$ cat src/shared/vic_defs.vh
// Constants shared by the vectored interrupt controller
`ifndef VIC_DEFS_VH
`define VIC_DEFS_VH

// ----------------------------------------------------------------
// Source counts, shared line, field widths and idle level
// ----------------------------------------------------------------
`define VIC_NUM_LINES      25
`define VIC_NUM_PRIO       24
`define VIC_SHARED_LINE    24
`define VIC_SHARED_PRIO    5'h0e
`define VIC_LEVEL_W        2
`define VIC_BANK_W         3
`define VIC_LEVEL_NONE     3'h4

// ----------------------------------------------------------------
// Fixed vector table entries and macro service control word base
// ----------------------------------------------------------------
`define VIC_VEC_RESET      16'h0000
`define VIC_VEC_NMI        16'h0002
`define VIC_VEC_TRAP       16'h003c
`define VIC_VEC_BRK        16'h003e
`define VIC_MS_BASE        16'hfe00

// ----------------------------------------------------------------
// Maskable vector table entries by default priority
// ----------------------------------------------------------------
`define VIC_VEC_P0         16'h0006
`define VIC_VEC_P1         16'h0008
`define VIC_VEC_P2         16'h000a
`define VIC_VEC_P3         16'h000c
`define VIC_VEC_P4         16'h000e
`define VIC_VEC_P5         16'h0010
`define VIC_VEC_P6         16'h0012
`define VIC_VEC_P7         16'h0014
`define VIC_VEC_P8         16'h0016
`define VIC_VEC_P9         16'h0018
`define VIC_VEC_P10        16'h001a
`define VIC_VEC_P11        16'h001c
`define VIC_VEC_P12        16'h0020
`define VIC_VEC_P13        16'h0022
`define VIC_VEC_P14        16'h0024
`define VIC_VEC_P15        16'h0026
`define VIC_VEC_P16        16'h0028
`define VIC_VEC_P17        16'h002a
`define VIC_VEC_P18        16'h002c
`define VIC_VEC_P19        16'h002e
`define VIC_VEC_P20        16'h0030
`define VIC_VEC_P21        16'h0034
`define VIC_VEC_P22        16'h0036
`define VIC_VEC_P23        16'h003a

// ----------------------------------------------------------------
// Stack frame offsets below the stack pointer
// ----------------------------------------------------------------
`define VIC_SP_PSW_OFS     16'h0002
`define VIC_SP_PC_OFS      16'h0004

`endif

$ cat src/hdl/vic_req_flag.v
// Sticky request flag, set wins over clear
`timescale 1ns/1ps
`default_nettype none

module vic_req_flag (
  input  wire i_clk_sys,
  input  wire i_reset_n,
  input  wire i_set,
  input  wire i_clr,
  output wire o_flag
);

  reg flag_r;

  always @(posedge i_clk_sys or negedge i_reset_n) begin
    if (!i_reset_n) begin
      flag_r <= 1'b0;
    end else if (i_set) begin
      flag_r <= 1'b1;
    end else if (i_clr) begin
      flag_r <= 1'b0;
    end
  end

  assign o_flag = flag_r;

endmodule

`default_nettype wire

$ cat src/hdl/vic_prio_arb.v
// Level and default priority arbiter for maskable lines
`timescale 1ns/1ps
`default_nettype none
`include "vic_defs.vh"

module vic_prio_arb #(
  parameter N  = 25,
  parameter LW = 2
) (
  input  wire [N-1:0]    i_pend,
  input  wire [N*LW-1:0] i_level,
  input  wire [LW:0]     i_cur_level,
  output reg             o_found,
  output reg  [4:0]      o_idx
);

  integer         i;
  reg [LW+4:0]    key;
  reg [LW+4:0]    best_key;
  reg [4:0]       dprio;

  // ----------------------------------------------------------------
  // Lowest key wins: level first, then default priority
  // ----------------------------------------------------------------
  always @* begin
    o_found  = 1'b0;
    o_idx    = 5'h00;
    best_key = {(LW+5){1'b1}};
    key      = {(LW+5){1'b0}};
    dprio    = 5'h00;
    for (i = 0; i < N; i = i + 1) begin
      dprio = (i == `VIC_SHARED_LINE) ? `VIC_SHARED_PRIO : i[4:0];
      key   = {i_level[i*LW +: LW], dprio};
      if (i_pend[i] && ({1'b0, i_level[i*LW +: LW]} < i_cur_level) &&
          (!o_found || key < best_key)) begin
        o_found  = 1'b1;
        o_idx    = i[4:0];
        best_key = key;
      end
    end
  end

endmodule

`default_nettype wire

$ cat src/hdl/vic_core.v
// Vectored interrupt controller: request capture, arbitration, entry sequencing
`timescale 1ns/1ps
`default_nettype none
`include "vic_defs.vh"

module vic_core #(
  parameter NL = `VIC_NUM_LINES,
  parameter LW = `VIC_LEVEL_W,
  parameter BW = `VIC_BANK_W
) (
  input  wire            i_clk_sys,
  input  wire            i_reset_n,
  input  wire [NL-1:0]   i_irq_req,
  input  wire [NL-1:0]   i_irq_clear,
  input  wire [NL-1:0]   i_irq_mask,
  input  wire [NL*LW-1:0] i_irq_level,
  input  wire [NL-1:0]   i_irq_ctx_sw,
  input  wire [NL-1:0]   i_irq_macro,
  input  wire [NL*BW-1:0] i_irq_bank,
  input  wire            i_nmi_edge,
  input  wire            i_operand_error,
  input  wire            i_software_break,
  input  wire            i_bank_switch_break,
  input  wire [BW-1:0]   i_break_bank,
  input  wire            i_int_enable,
  input  wire [LW:0]     i_cur_level,
  input  wire            i_boundary,
  input  wire [15:0]     i_program_counter,
  input  wire [15:0]     i_program_status_word,
  input  wire [15:0]     i_sp,
  input  wire [15:0]     i_bank_vector,
  input  wire            i_mem_ack,
  input  wire [15:0]     i_mem_rdata,
  input  wire            i_ms_done,
  input  wire            i_ms_count_zero,
  output wire            o_mem_req,
  output wire            o_mem_we,
  output wire [15:0]     o_mem_addr,
  output wire [15:0]     o_mem_wdata,
  output wire            o_ms_req,
  output wire [15:0]     o_ms_word_addr,
  output wire            o_bank_save,
  output wire [BW-1:0]   o_bank_sel,
  output wire [15:0]     o_bank_save_pc,
  output wire [15:0]     o_bank_save_psw,
  output wire            o_pc_load,
  output wire [15:0]     o_pc_value,
  output wire            o_sp_load,
  output wire [15:0]     o_sp_value,
  output wire [4:0]      o_ack_src,
  output wire [LW:0]     o_ack_level,
  output wire            o_busy
);

  // ----------------------------------------------------------------
  // States
  // ----------------------------------------------------------------
  localparam [2:0] ST_IDLE     = 3'h0;
  localparam [2:0] ST_PUSH_PSW = 3'h1;
  localparam [2:0] ST_PUSH_PC  = 3'h2;
  localparam [2:0] ST_FETCH    = 3'h3;
  localparam [2:0] ST_CS_SAVE  = 3'h4;
  localparam [2:0] ST_LOAD     = 3'h5;
  localparam [2:0] ST_MS_WAIT  = 3'h6;

  localparam NF = NL + 4;

  reg [2:0]    state_r;
  reg [2:0]    state_nxt;
  reg [15:0]   vec_r;
  reg [15:0]   pc_r;
  reg [15:0]   sp_r;
  reg [15:0]   psw_r;
  reg [15:0]   pcsave_r;
  reg [15:0]   ms_addr_r;
  reg [BW-1:0] bank_r;
  reg [4:0]    src_r;
  reg [LW:0]   lvl_r;
  reg          push_r;

  wire [NF-1:0] flag;
  reg  [NF-1:0] take_clr;
  wire          found;
  wire [4:0]    win;

  // ----------------------------------------------------------------
  // Request flags: maskable lines, then nmi, trap, break, bank break
  // ----------------------------------------------------------------
  wire [NF-1:0] set_vec = {i_bank_switch_break, i_software_break, i_operand_error,
                           i_nmi_edge, i_irq_req};
  wire [NF-1:0] clr_vec = {4'h0, i_irq_clear} | take_clr;

  genvar g;
  generate
    for (g = 0; g < NF; g = g + 1) begin : g_flag
      vic_req_flag u_flag (
        .i_clk_sys (i_clk_sys),
        .i_reset_n (i_reset_n),
        .i_set     (set_vec[g]),
        .i_clr     (clr_vec[g]),
        .o_flag    (flag[g])
      );
    end
  endgenerate

  wire f_nmi   = flag[NL];
  wire f_trap  = flag[NL+1];
  wire f_brk   = flag[NL+2];
  wire f_bank_switch_break = flag[NL+3];

  // ----------------------------------------------------------------
  // Arbitration of unmasked maskable lines
  // ----------------------------------------------------------------
  vic_prio_arb #(
    .N  (NL),
    .LW (LW)
  ) u_arb (
    .i_pend      (flag[NL-1:0] & ~i_irq_mask & {NL{i_int_enable}}),
    .i_level     (i_irq_level),
    .i_cur_level (i_cur_level),
    .o_found     (found),
    .o_idx       (win)
  );

  // ----------------------------------------------------------------
  // Default priority to vector table entry
  // ----------------------------------------------------------------
  function [15:0] vec_of;
    input [4:0] idx;
    begin
      case (idx)
        5'd0:  vec_of = `VIC_VEC_P0;
        5'd1:  vec_of = `VIC_VEC_P1;
        5'd2:  vec_of = `VIC_VEC_P2;
        5'd3:  vec_of = `VIC_VEC_P3;
        5'd4:  vec_of = `VIC_VEC_P4;
        5'd5:  vec_of = `VIC_VEC_P5;
        5'd6:  vec_of = `VIC_VEC_P6;
        5'd7:  vec_of = `VIC_VEC_P7;
        5'd8:  vec_of = `VIC_VEC_P8;
        5'd9:  vec_of = `VIC_VEC_P9;
        5'd10: vec_of = `VIC_VEC_P10;
        5'd11: vec_of = `VIC_VEC_P11;
        5'd12: vec_of = `VIC_VEC_P12;
        5'd13: vec_of = `VIC_VEC_P13;
        5'd14: vec_of = `VIC_VEC_P14;
        5'd15: vec_of = `VIC_VEC_P15;
        5'd16: vec_of = `VIC_VEC_P16;
        5'd17: vec_of = `VIC_VEC_P17;
        5'd18: vec_of = `VIC_VEC_P18;
        5'd19: vec_of = `VIC_VEC_P19;
        5'd20: vec_of = `VIC_VEC_P20;
        5'd21: vec_of = `VIC_VEC_P21;
        5'd22: vec_of = `VIC_VEC_P22;
        5'd23: vec_of = `VIC_VEC_P23;
        5'd24: vec_of = `VIC_VEC_P14;
        default: vec_of = `VIC_VEC_P23;
      endcase
    end
  endfunction

  wire [15:0] win_vec = vec_of(win);
  wire        win_ms  = i_irq_macro[win];
  wire        win_cs  = i_irq_ctx_sw[win];

  // ----------------------------------------------------------------
  // Acceptance and next state
  // ----------------------------------------------------------------
  always @* begin
    state_nxt = state_r;
    take_clr  = {NF{1'b0}};
    case (state_r)
      ST_IDLE: begin
        if (i_boundary) begin
          if (f_trap) begin
            take_clr[NL+1] = 1'b1;
            state_nxt      = ST_PUSH_PSW;
          end else if (f_brk) begin
            take_clr[NL+2] = 1'b1;
            state_nxt      = ST_PUSH_PSW;
          end else if (f_bank_switch_break) begin
            take_clr[NL+3] = 1'b1;
            state_nxt      = ST_CS_SAVE;
          end else if (f_nmi) begin
            take_clr[NL]   = 1'b1;
            state_nxt      = ST_PUSH_PSW;
          end else if (found) begin
            take_clr[win]  = 1'b1;
            if (win_ms) begin
              state_nxt = ST_MS_WAIT;
            end else if (win_cs) begin
              state_nxt = ST_CS_SAVE;
            end else begin
              state_nxt = ST_PUSH_PSW;
            end
          end
        end
      end
      ST_MS_WAIT: begin
        if (i_ms_done) begin
          state_nxt = i_ms_count_zero ? ST_PUSH_PSW : ST_IDLE;
        end
      end
      ST_PUSH_PSW: begin
        if (i_mem_ack) begin
          state_nxt = ST_PUSH_PC;
        end
      end
      ST_PUSH_PC: begin
        if (i_mem_ack) begin
          state_nxt = ST_FETCH;
        end
      end
      ST_FETCH: begin
        if (i_mem_ack) begin
          state_nxt = ST_LOAD;
        end
      end
      ST_CS_SAVE: begin
        state_nxt = ST_LOAD;
      end
      ST_LOAD: begin
        state_nxt = ST_IDLE;
      end
      default: begin
        state_nxt = ST_IDLE;
      end
    endcase
  end

  // ----------------------------------------------------------------
  // Sequencer registers
  // ----------------------------------------------------------------
  always @(posedge i_clk_sys or negedge i_reset_n) begin
    if (!i_reset_n) begin
      state_r   <= ST_FETCH;
      vec_r     <= `VIC_VEC_RESET;
      pc_r      <= 16'h0000;
      sp_r      <= 16'h0000;
      psw_r     <= 16'h0000;
      pcsave_r  <= 16'h0000;
      ms_addr_r <= 16'h0000;
      bank_r    <= {BW{1'b0}};
      src_r     <= 5'h1f;
      lvl_r     <= `VIC_LEVEL_NONE;
      push_r    <= 1'b0;
    end else begin
      state_r <= state_nxt;
      if (state_r == ST_IDLE && state_nxt != ST_IDLE) begin
        sp_r     <= i_sp;
        psw_r    <= i_program_status_word;
        pcsave_r <= i_program_counter;
        push_r   <= (state_nxt != ST_CS_SAVE);
        if (f_trap) begin
          vec_r <= `VIC_VEC_TRAP;
        end else if (f_brk) begin
          vec_r <= `VIC_VEC_BRK;
        end else if (f_bank_switch_break) begin
          bank_r <= i_break_bank;
        end else if (f_nmi) begin
          vec_r <= `VIC_VEC_NMI;
        end else begin
          vec_r     <= win_vec;
          ms_addr_r <= `VIC_MS_BASE | win_vec;
          bank_r    <= i_irq_bank[win*BW +: BW];
          src_r     <= win;
          lvl_r     <= {1'b0, i_irq_level[win*LW +: LW]};
        end
      end
      if (state_r == ST_FETCH && i_mem_ack) begin
        pc_r <= i_mem_rdata;
      end
      if (state_r == ST_CS_SAVE) begin
        pc_r <= i_bank_vector;
      end
      if (state_r == ST_LOAD) begin
        push_r <= 1'b0;
      end
    end
  end

  // ----------------------------------------------------------------
  // Outputs
  // ----------------------------------------------------------------
  assign o_mem_req   = (state_r == ST_PUSH_PSW) || (state_r == ST_PUSH_PC) || (state_r == ST_FETCH);
  assign o_mem_we    = (state_r == ST_PUSH_PSW) || (state_r == ST_PUSH_PC);
  assign o_mem_addr  = (state_r == ST_PUSH_PSW) ? (sp_r - `VIC_SP_PSW_OFS) :
                       (state_r == ST_PUSH_PC)  ? (sp_r - `VIC_SP_PC_OFS)  : vec_r;
  assign o_mem_wdata = (state_r == ST_PUSH_PSW) ? psw_r : pcsave_r;

  assign o_ms_req       = (state_r == ST_MS_WAIT);
  assign o_ms_word_addr = ms_addr_r;

  assign o_bank_save     = (state_r == ST_CS_SAVE);
  assign o_bank_sel      = bank_r;
  assign o_bank_save_pc  = pcsave_r;
  assign o_bank_save_psw = psw_r;

  assign o_pc_load  = (state_r == ST_LOAD);
  assign o_pc_value = pc_r;
  assign o_sp_load  = (state_r == ST_LOAD) && push_r && (vec_r != `VIC_VEC_RESET || src_r != 5'h1f);
  assign o_sp_value = sp_r - `VIC_SP_PC_OFS;

  assign o_ack_src   = src_r;
  assign o_ack_level = lvl_r;
  assign o_busy      = (state_r != ST_IDLE);

endmodule

`default_nettype wire

$ cat config.mk
export PLATFORM = sky130hd
export DESIGN_NAME = vic_core
export DESIGN_NICKNAME = d
export VERILOG_FILES = /design/src/hdl/vic_req_flag.v /design/src/hdl/vic_prio_arb.v /design/src/hdl/vic_core.v
export VERILOG_INCLUDE_DIRS = /design/src /design/src/shared
export SDC_FILE = /design/constraint.sdc
export NUM_CORES = 1
export LEC_CHECK = 0
export BUFFER_PORTS_ARGS = -buffer_cell sky130_fd_sc_hd__buf_2
export CORE_AREA = 4 4 182 184
export CTS_CLUSTER_DIAMETER = 60
export DETAILED_ROUTE_END_ITERATION = 10
export DIE_AREA = 0 0 186 188
export GPL_TIMING_DRIVEN = 1
export PLACE_DENSITY = 0.68
export SYNTH_ARGS = -nofsm -noshare
export SYNTH_HDL_FRONTEND = slang
export SYNTH_HIERARCHICAL = 1
export SYNTH_SLANG_ARGS = --single-unit
$ cat constraint.sdc
create_clock -name i_clk_sys -period 28 [get_ports i_clk_sys]
set_input_delay 4.2 -clock i_clk_sys [delete_from_list [all_inputs] [get_ports i_clk_sys]]
set_output_delay 4.2 -clock i_clk_sys [all_outputs]
set_load 0.03 [all_outputs]
After elaboration in Yosys (flattened, before gate mapping). Memories as Yosys holds them, arrays and structs flattened. Cells that the tools add are included.

$add $sub $neg: 2. $mul: 1. Order comparisons: 51. Equality and inequality tests: 10. Shift operators: 2. Muxes and demuxes: 184. Bitwise gates (word level): 8. Reductions and logical operators: 143.

Operators with widths (number): 2-to-1 mux 29 bit (9); less-than comparator 7 bit (24); 2-to-1 mux 7 bit (24); 2-to-1 mux 16 bit (9); 2-to-1 mux 1 bit (95); less-than comparator 2 x 3 -> 1 bit (25); variable part select 75 x 8 -> 3 bit (1); nonzero test 2 bit (31); 2-to-1 mux 3 bit (19); logical AND 1 bit (54); bitwise AND 25 bit (2); variable part select 50 x 7 -> 2 bit (1); 2-to-1 mux 5 bit (9); 2-to-1 mux 4 bit (8); OR 25 x 29 -> 29 bit (1); 2-to-1 mux 28 bit (1); logical OR 1 bit (27); 2-to-1 mux 27 bit (1); 2-to-1 mux 26 bit (1); 2-to-1 mux 25 bit (1); NOT 25 bit (1); zero test 1 bit (24); one-hot mux 3 bit (6 select lines) (1); nonzero test 16 bit (1); 20 further kinds (31).

Flip-flop bits (word level): 134. Bits in read-only memories: 160. Output and inout bits: 130. Logic and storage cells: 442. Memories kept: 1.

Memories: (no name shown) (words 32, width 5, read ports 1, clocked after Yosys merged registers in 0, wr ports 0, RTL line vic_core.v:131) `case (idx)`.

Depth between registers and ports, before layout.
Depth after elaboration: 121. Depth in mapped cells: 125. Gate-level depth less buffers: 122.

By module. The synthesis kept the hierarchy.

By module, submodules not included: vic_core (times used 1, cells an instance 712, area an instance 6851.6 um^2, seq. area each 2262.2 um^2); vic_prio_arb (times used 1, cells an instance 554, area an instance 3777.4 um^2, seq. area each 0.0 um^2); vic_req_flag (times used 29, cells an instance 3, area an instance 36.3 um^2, seq. area each 25.0 um^2).

Worst setup path before layout. Ideal clock, no wire load.

Kind: input to register. Start: in i_cur_level[1]. End: reg bank_r[1], in the netlist o_bank_sel[1]. Setup time: 0.125 ns. Arrival time: 27.447 ns. Setup slack: 0.429 ns. Cell stages on the path: 117. Path buffers: 3. Path through: inv_1 ha_1 nand2b_4 o2111a_1 or3b_4 nor2b_1 inv_1 ha_1 or2_2 a21oi_1 a21oi_1 mux2i_1 ha_1 a21oi_1 o21ai_0 a211oi_1 a21o_1 ha_1 (+81 left out) a21oi_1 nor2_1 mux2_2 ha_1 o2111ai_1 o22a_1 o22a_1 o31ai_2 o21a_1 buf_2 buf_2 buf_2 mux4_2 a211oi_1 a21oi_1 a221oi_1 o21ai_0 mux2_2.

Cells in the longest elaborated chain, start to end: 113. Elaborated cells between the ends (all ways): 239.

RTL lines: from (decl) (RTL line vic_core.v:26) `input wire [LW:0] i_cur_level,`; less-than comparator 2 x 3 -> 1 bit (RTL line vic_prio_arb.v:34) `if (i_pend[i] && ({1'b0, i_level[i*LW +: LW]} < i_cur_level) &&`; logical AND 1 bit (RTL line vic_prio_arb.v:34); 2-to-1 mux 7 bit or 2-to-1 mux 1 bit (tied branches) (RTL line vic_prio_arb.v:34); less-than comparator 7 bit or zero test 1 bit (tied branches) (RTL line vic_prio_arb.v:35) `(!o_found || key < best_key)) begin`; logical OR 1 bit (RTL line vic_prio_arb.v:35); logical AND 1 bit (RTL line vic_prio_arb.v:34); 2-to-1 mux 7 bit or 2-to-1 mux 1 bit (tied branches) (RTL line vic_prio_arb.v:34); less-than comparator 7 bit or zero test 1 bit (tied branches) (RTL line vic_prio_arb.v:35); (+91 left out); named net win[0] (RTL line vic_core.v:84) `wire [4:0] win;`; (+6 left out); 2-to-1 mux 3 bit (RTL line vic_core.v:181) `end else if (f_bank_switch_break) begin`; 2-to-1 mux 3 bit (RTL line vic_core.v:178) `end else if (f_brk) begin`; 2-to-1 mux 3 bit (RTL line vic_core.v:175) `if (f_trap) begin`; 2-to-1 mux 3 bit (RTL line vic_core.v:174) `if (i_boundary) begin`; one-hot mux 3 bit (6 select lines) (RTL line vic_core.v:172) `case (state_r)`; nonzero test 3 bit (RTL line vic_core.v:249) `if (state_r == ST_IDLE && state_nxt != ST_IDLE) begin`; logical AND 1 bit (RTL line vic_core.v:249); AND reduction 4 bit (no source line); to (signal assigned) (RTL line vic_core.v:243) `bank_r <= {BW{1'b0}};`; to (signal assigned) (RTL line vic_core.v:259) `bank_r <= i_break_bank;`; to (signal assigned) (RTL line vic_core.v:265) `bank_r <= i_irq_bank[win*BW +: BW];`; to (decl) (RTL line vic_core.v:76) `reg [BW-1:0] bank_r;`.

The timed path passes the listed nets; every way through them passes the cells marked *. The select of a mux whose other input is x is not followed. A chain may end at the register's enable or synchronous reset.

Worst setup path after layout.
Start: in i_cur_level[1]. End: reg push_r.

Cells in the longest elaborated chain, start to end: 113. Elaborated cells between the ends (all ways): 238.

RTL lines: less-than comparator 2 x 3 -> 1 bit (RTL line vic_prio_arb.v:34); logical AND 1 bit (RTL line vic_prio_arb.v:34); 2-to-1 mux 7 bit or 2-to-1 mux 1 bit (tied branches) (RTL line vic_prio_arb.v:34); less-than comparator 7 bit or zero test 1 bit (tied branches) (RTL line vic_prio_arb.v:35); logical OR 1 bit (RTL line vic_prio_arb.v:35); logical AND 1 bit (RTL line vic_prio_arb.v:34); 2-to-1 mux 7 bit or 2-to-1 mux 1 bit (tied branches) (RTL line vic_prio_arb.v:34); less-than comparator 7 bit or zero test 1 bit (tied branches) (RTL line vic_prio_arb.v:35); (+91 left out); named net win[0] (RTL line vic_core.v:84); (+6 left out); 2-to-1 mux 3 bit * (RTL line vic_core.v:181); 2-to-1 mux 3 bit * (RTL line vic_core.v:178); 2-to-1 mux 3 bit * (RTL line vic_core.v:175); 2-to-1 mux 3 bit * (RTL line vic_core.v:174); one-hot mux 3 bit (6 select lines) * (RTL line vic_core.v:172); != test 3 bit or nonzero test 3 bit (tied branches) (RTL line vic_core.v:253, vic_core.v:249); 2-to-1 mux 1 bit or logical AND 1 bit (tied branches) (RTL line vic_core.v:249); 2-to-1 mux 1 bit or nonzero test 2 bit (tied branches); to (signal assigned) (RTL line vic_core.v:253) `push_r <= (state_nxt != ST_CS_SAVE);`; to (decl) (RTL line vic_core.v:79) `reg push_r;`.

Marks and branches as above.

==> results.toml <==
[timing]
worstMarginPinSlew_ps = 1270
fin_crit_ps = 26910
max_freq_mhz = 37.2
finalSetupViolCount = 0
whs_ps = 470
period_share = 0.961
slew_violations = 0
clock_skew_ps = 9.46
hold_viol = 0
timing.setup.tns_ps = 0
relSlewSlack = 0.154

[critical_path]
rrSetupSlack_ps = 4920
worst-setup-path-type = "in2reg"
cp-start-kind = "primary input"
end_kind = "flop"
r2r-start = "g_flag[1].u_flag/o_flag"
cp_slowest_cell = "or4_1"
cpMostUsedCell = "ha_1"
cp_data_required_time_ps = 28320
cpPeakStageDelay_ps = 600
cp.arrival_ps = 27230
critPathMaxFanout = 7
critPathLaunch = "i_cur_level[1]"

[die]
design.die.area_sq_um = 35000
ios = 477
die_width_microns = 186
core_sq_um = 31400
rows = 65
start_util = 0.372
fp.dieH_microns = 188

[drt]
wl_per_cell_microns = 22.7
drt_wl_total_mm = 51.1
drcViolationCount = 0
ant_nets = 0
via_count = 13000
drt_iter0_markers = 960
viasPerCell = 5.78
dr.pass1.iters = 6

[synthesis]
synth.top_cell.area_share = 0.238
yosys.area.top_type = "dfrtp_1"
syn-mean-instance-area_sq_um = 8.63
ys_ff_latch = 119
synth_area_sq_um = 11700
synth_area_leaders = "dfrtp_1 (24%), mux4_2 (7.9%), ha_1 (5.4%)"
synth_enable_flop_cells = 0
ys.flop_type = "dfrtp_1"
async_flop_share = 1.00
seq_area_frac_synth = 0.256
yosys_warnings = 6
syn-instance-count = 1353
ys_types = 96

[global_route]
grt_max_degree = 78
grt_pass1_wl_mm = 75.5
grt_pass1_vias = 12800
grt_usage = 0.281
antenna_found_initial = 6
overflow = 0

[cells_and_area]
final_cells = 2250
layout_common_cells = "buf_2 (471), nand2_1 (129), nor2_1 (111), dfrtp_1 (111), a21oi_1 (95)"
layout_commonest_cell = "buf_2"
area_delta_synth_final_pct = 33.6
drive_gt1_frac = 0.408
final-seq-area_sq_um = 2990
fill_cells = 3026
finalNetCount = 2229
stdcell_area_sq_um = 15600
multi_input_area_sq_um = 8410

[placement]
place.gp.congestion = 0.974
io_buffer_count = 472
place_area_sq_um = 14500
dpl.hpwl_mm = 41.2
dp.cells = 2195

[min_path]
holdCritStartpoint = "g_flag[24].u_flag/o_flag"
hold_path.class = "reg2reg"

[clock_tree]
cts_inserted_buffers = 17
insertion_delay_ps = 440
htree_levels = 4
cts-root-buf = "clkbuf_16"
clkSinkCount = 119
clockBufferDepth = 2
path_clk_slew_ps = 60
ctsHoldBuffers = 0
cts_tree = "done"

[power]
p_leak_nw = 7.40
total_power_w = 0.00165
powerDensity_nw_per_um2 = 106
max-vdd-ir-drop_v = 0.0000718

[run]
cap_violations = 0

[run_status]
status = "completed"
[flip-flops by register name, indices dropped and copies added (netlist names)]
| register | cells |
|---|---|
| g_flag.u_flag/o_flag | 29 |
| o_ack_level | 3 |
| o_ack_src | 5 |
| o_bank_save_pc | 16 |
| o_bank_save_psw | 16 |
| o_bank_sel | 3 |
| o_ms_word_addr | 6 |
| o_pc_value | 16 |
| push_r | 1 |
| sp_r | 16 |
| state_r | 3 |
| vec_r | 5 |
[per-stage QoR]
step,util,setup WS [ps]
after global placement,0.463,-244
after detailed placement,0.463,-933
after floorplan,-,429
after global routing,0.497,-95.4
after CTS,0.486,29.8
final,0.497,1090
[cell usage after synthesis, drive strengths merged, types with 6 or more instances]
cell / instances
dfstp: 8
buf: 28
nor2b: 24
a31oi: 8
or2: 17
o21ai: 93
nor2: 116
o22ai: 16
nor4: 10
nor3: 23
nand2b: 50
nand3: 14
nand2: 129
o21a: 14
inv: 71
a21oi: 103
o211a: 7
a211o: 8
and3b: 26
nand4: 6
a311oi: 7
mux2i: 32
a21o: 40
mux4: 41
or3: 17
dfrtp: 111
o21bai: 31
o211ai: 12
a211oi: 26
o31ai: 7
mux2: 54
clkbuf: 40
and2: 13
ha: 50
xnor2: 9
[worst max-delay path, delay by kind of cell]
kind            cells  cell delay, ps
fa+ha+maj          16            4120
mux                 6            2040
simple gates       34            6530
buf+inv             8             920
compound gates     50            9380
[worst paths after layout]
kind / endpoint / cells after the start
min reg2reg: g_flag[24].u_flag/o_flag / 1
max: push_r / 114
max in group asynchronous: o_ack_level[0] / 2
max reg2reg: push_r / 111
min in group asynchronous: sp_r[11] / 1
min: g_flag[24].u_flag/o_flag / 1
[power by group]
| part | total (W) | internal (W) | switching, W |
|---|---|---|---|
| Combinational | 0.00112 | 0.000419 | 0.000701 |
| Clock | 0.000245 | 0.000151 | 0.0000936 |
| Sequential | 0.000289 | 0.000229 | 0.0000602 |
| Total | 0.00165 | 0.000799 | 0.000855 |
[cells by family after synthesis]
family / Yosys count / share of synthesized area
AOI/OAI and AO/OA: 439 / 0.266
xor gates and xnor gates: 13 / 0.00975
adders and majority gates: 52 / 0.0553
buffers and inverters: 139 / 0.0500
DFF: 119 / 0.256
muxes: 127 / 0.159
other: 1 / 0.000321
and+or+nand+nor: 463 / 0.204
[layer usage]
layer	part of all wire	routed length, microns	up-vias	track usage
li1	-	-	5984	-
met1	0.41	21000	6311	0.364
met2	0.48	24300	575	0.450
met3	0.064	3280	120	0.0528
met4	0.048	2440	4	0.136
met5	0.00066	34	-	0
[timing repair]
item,CTS,global route
gates resized for setup,6,45
pin swaps,0,13
endpoints found under the setup margin,17,53
hold endpoints to repair,0,0
setup buffers,3,16
gates cloned,1,0
[final cells by class]
cell class,instances,area share
antenna,3,0.000481
clock buffer,17,0.0273
clock inverter,15,0.0139
inverter,71,0.0171
multi-input combinational,1099,0.539
sequential,119,0.191
tap,402,0.0322
timing repair buffer,524,0.179
Note: power is estimated with default switching activity, not from simulation.
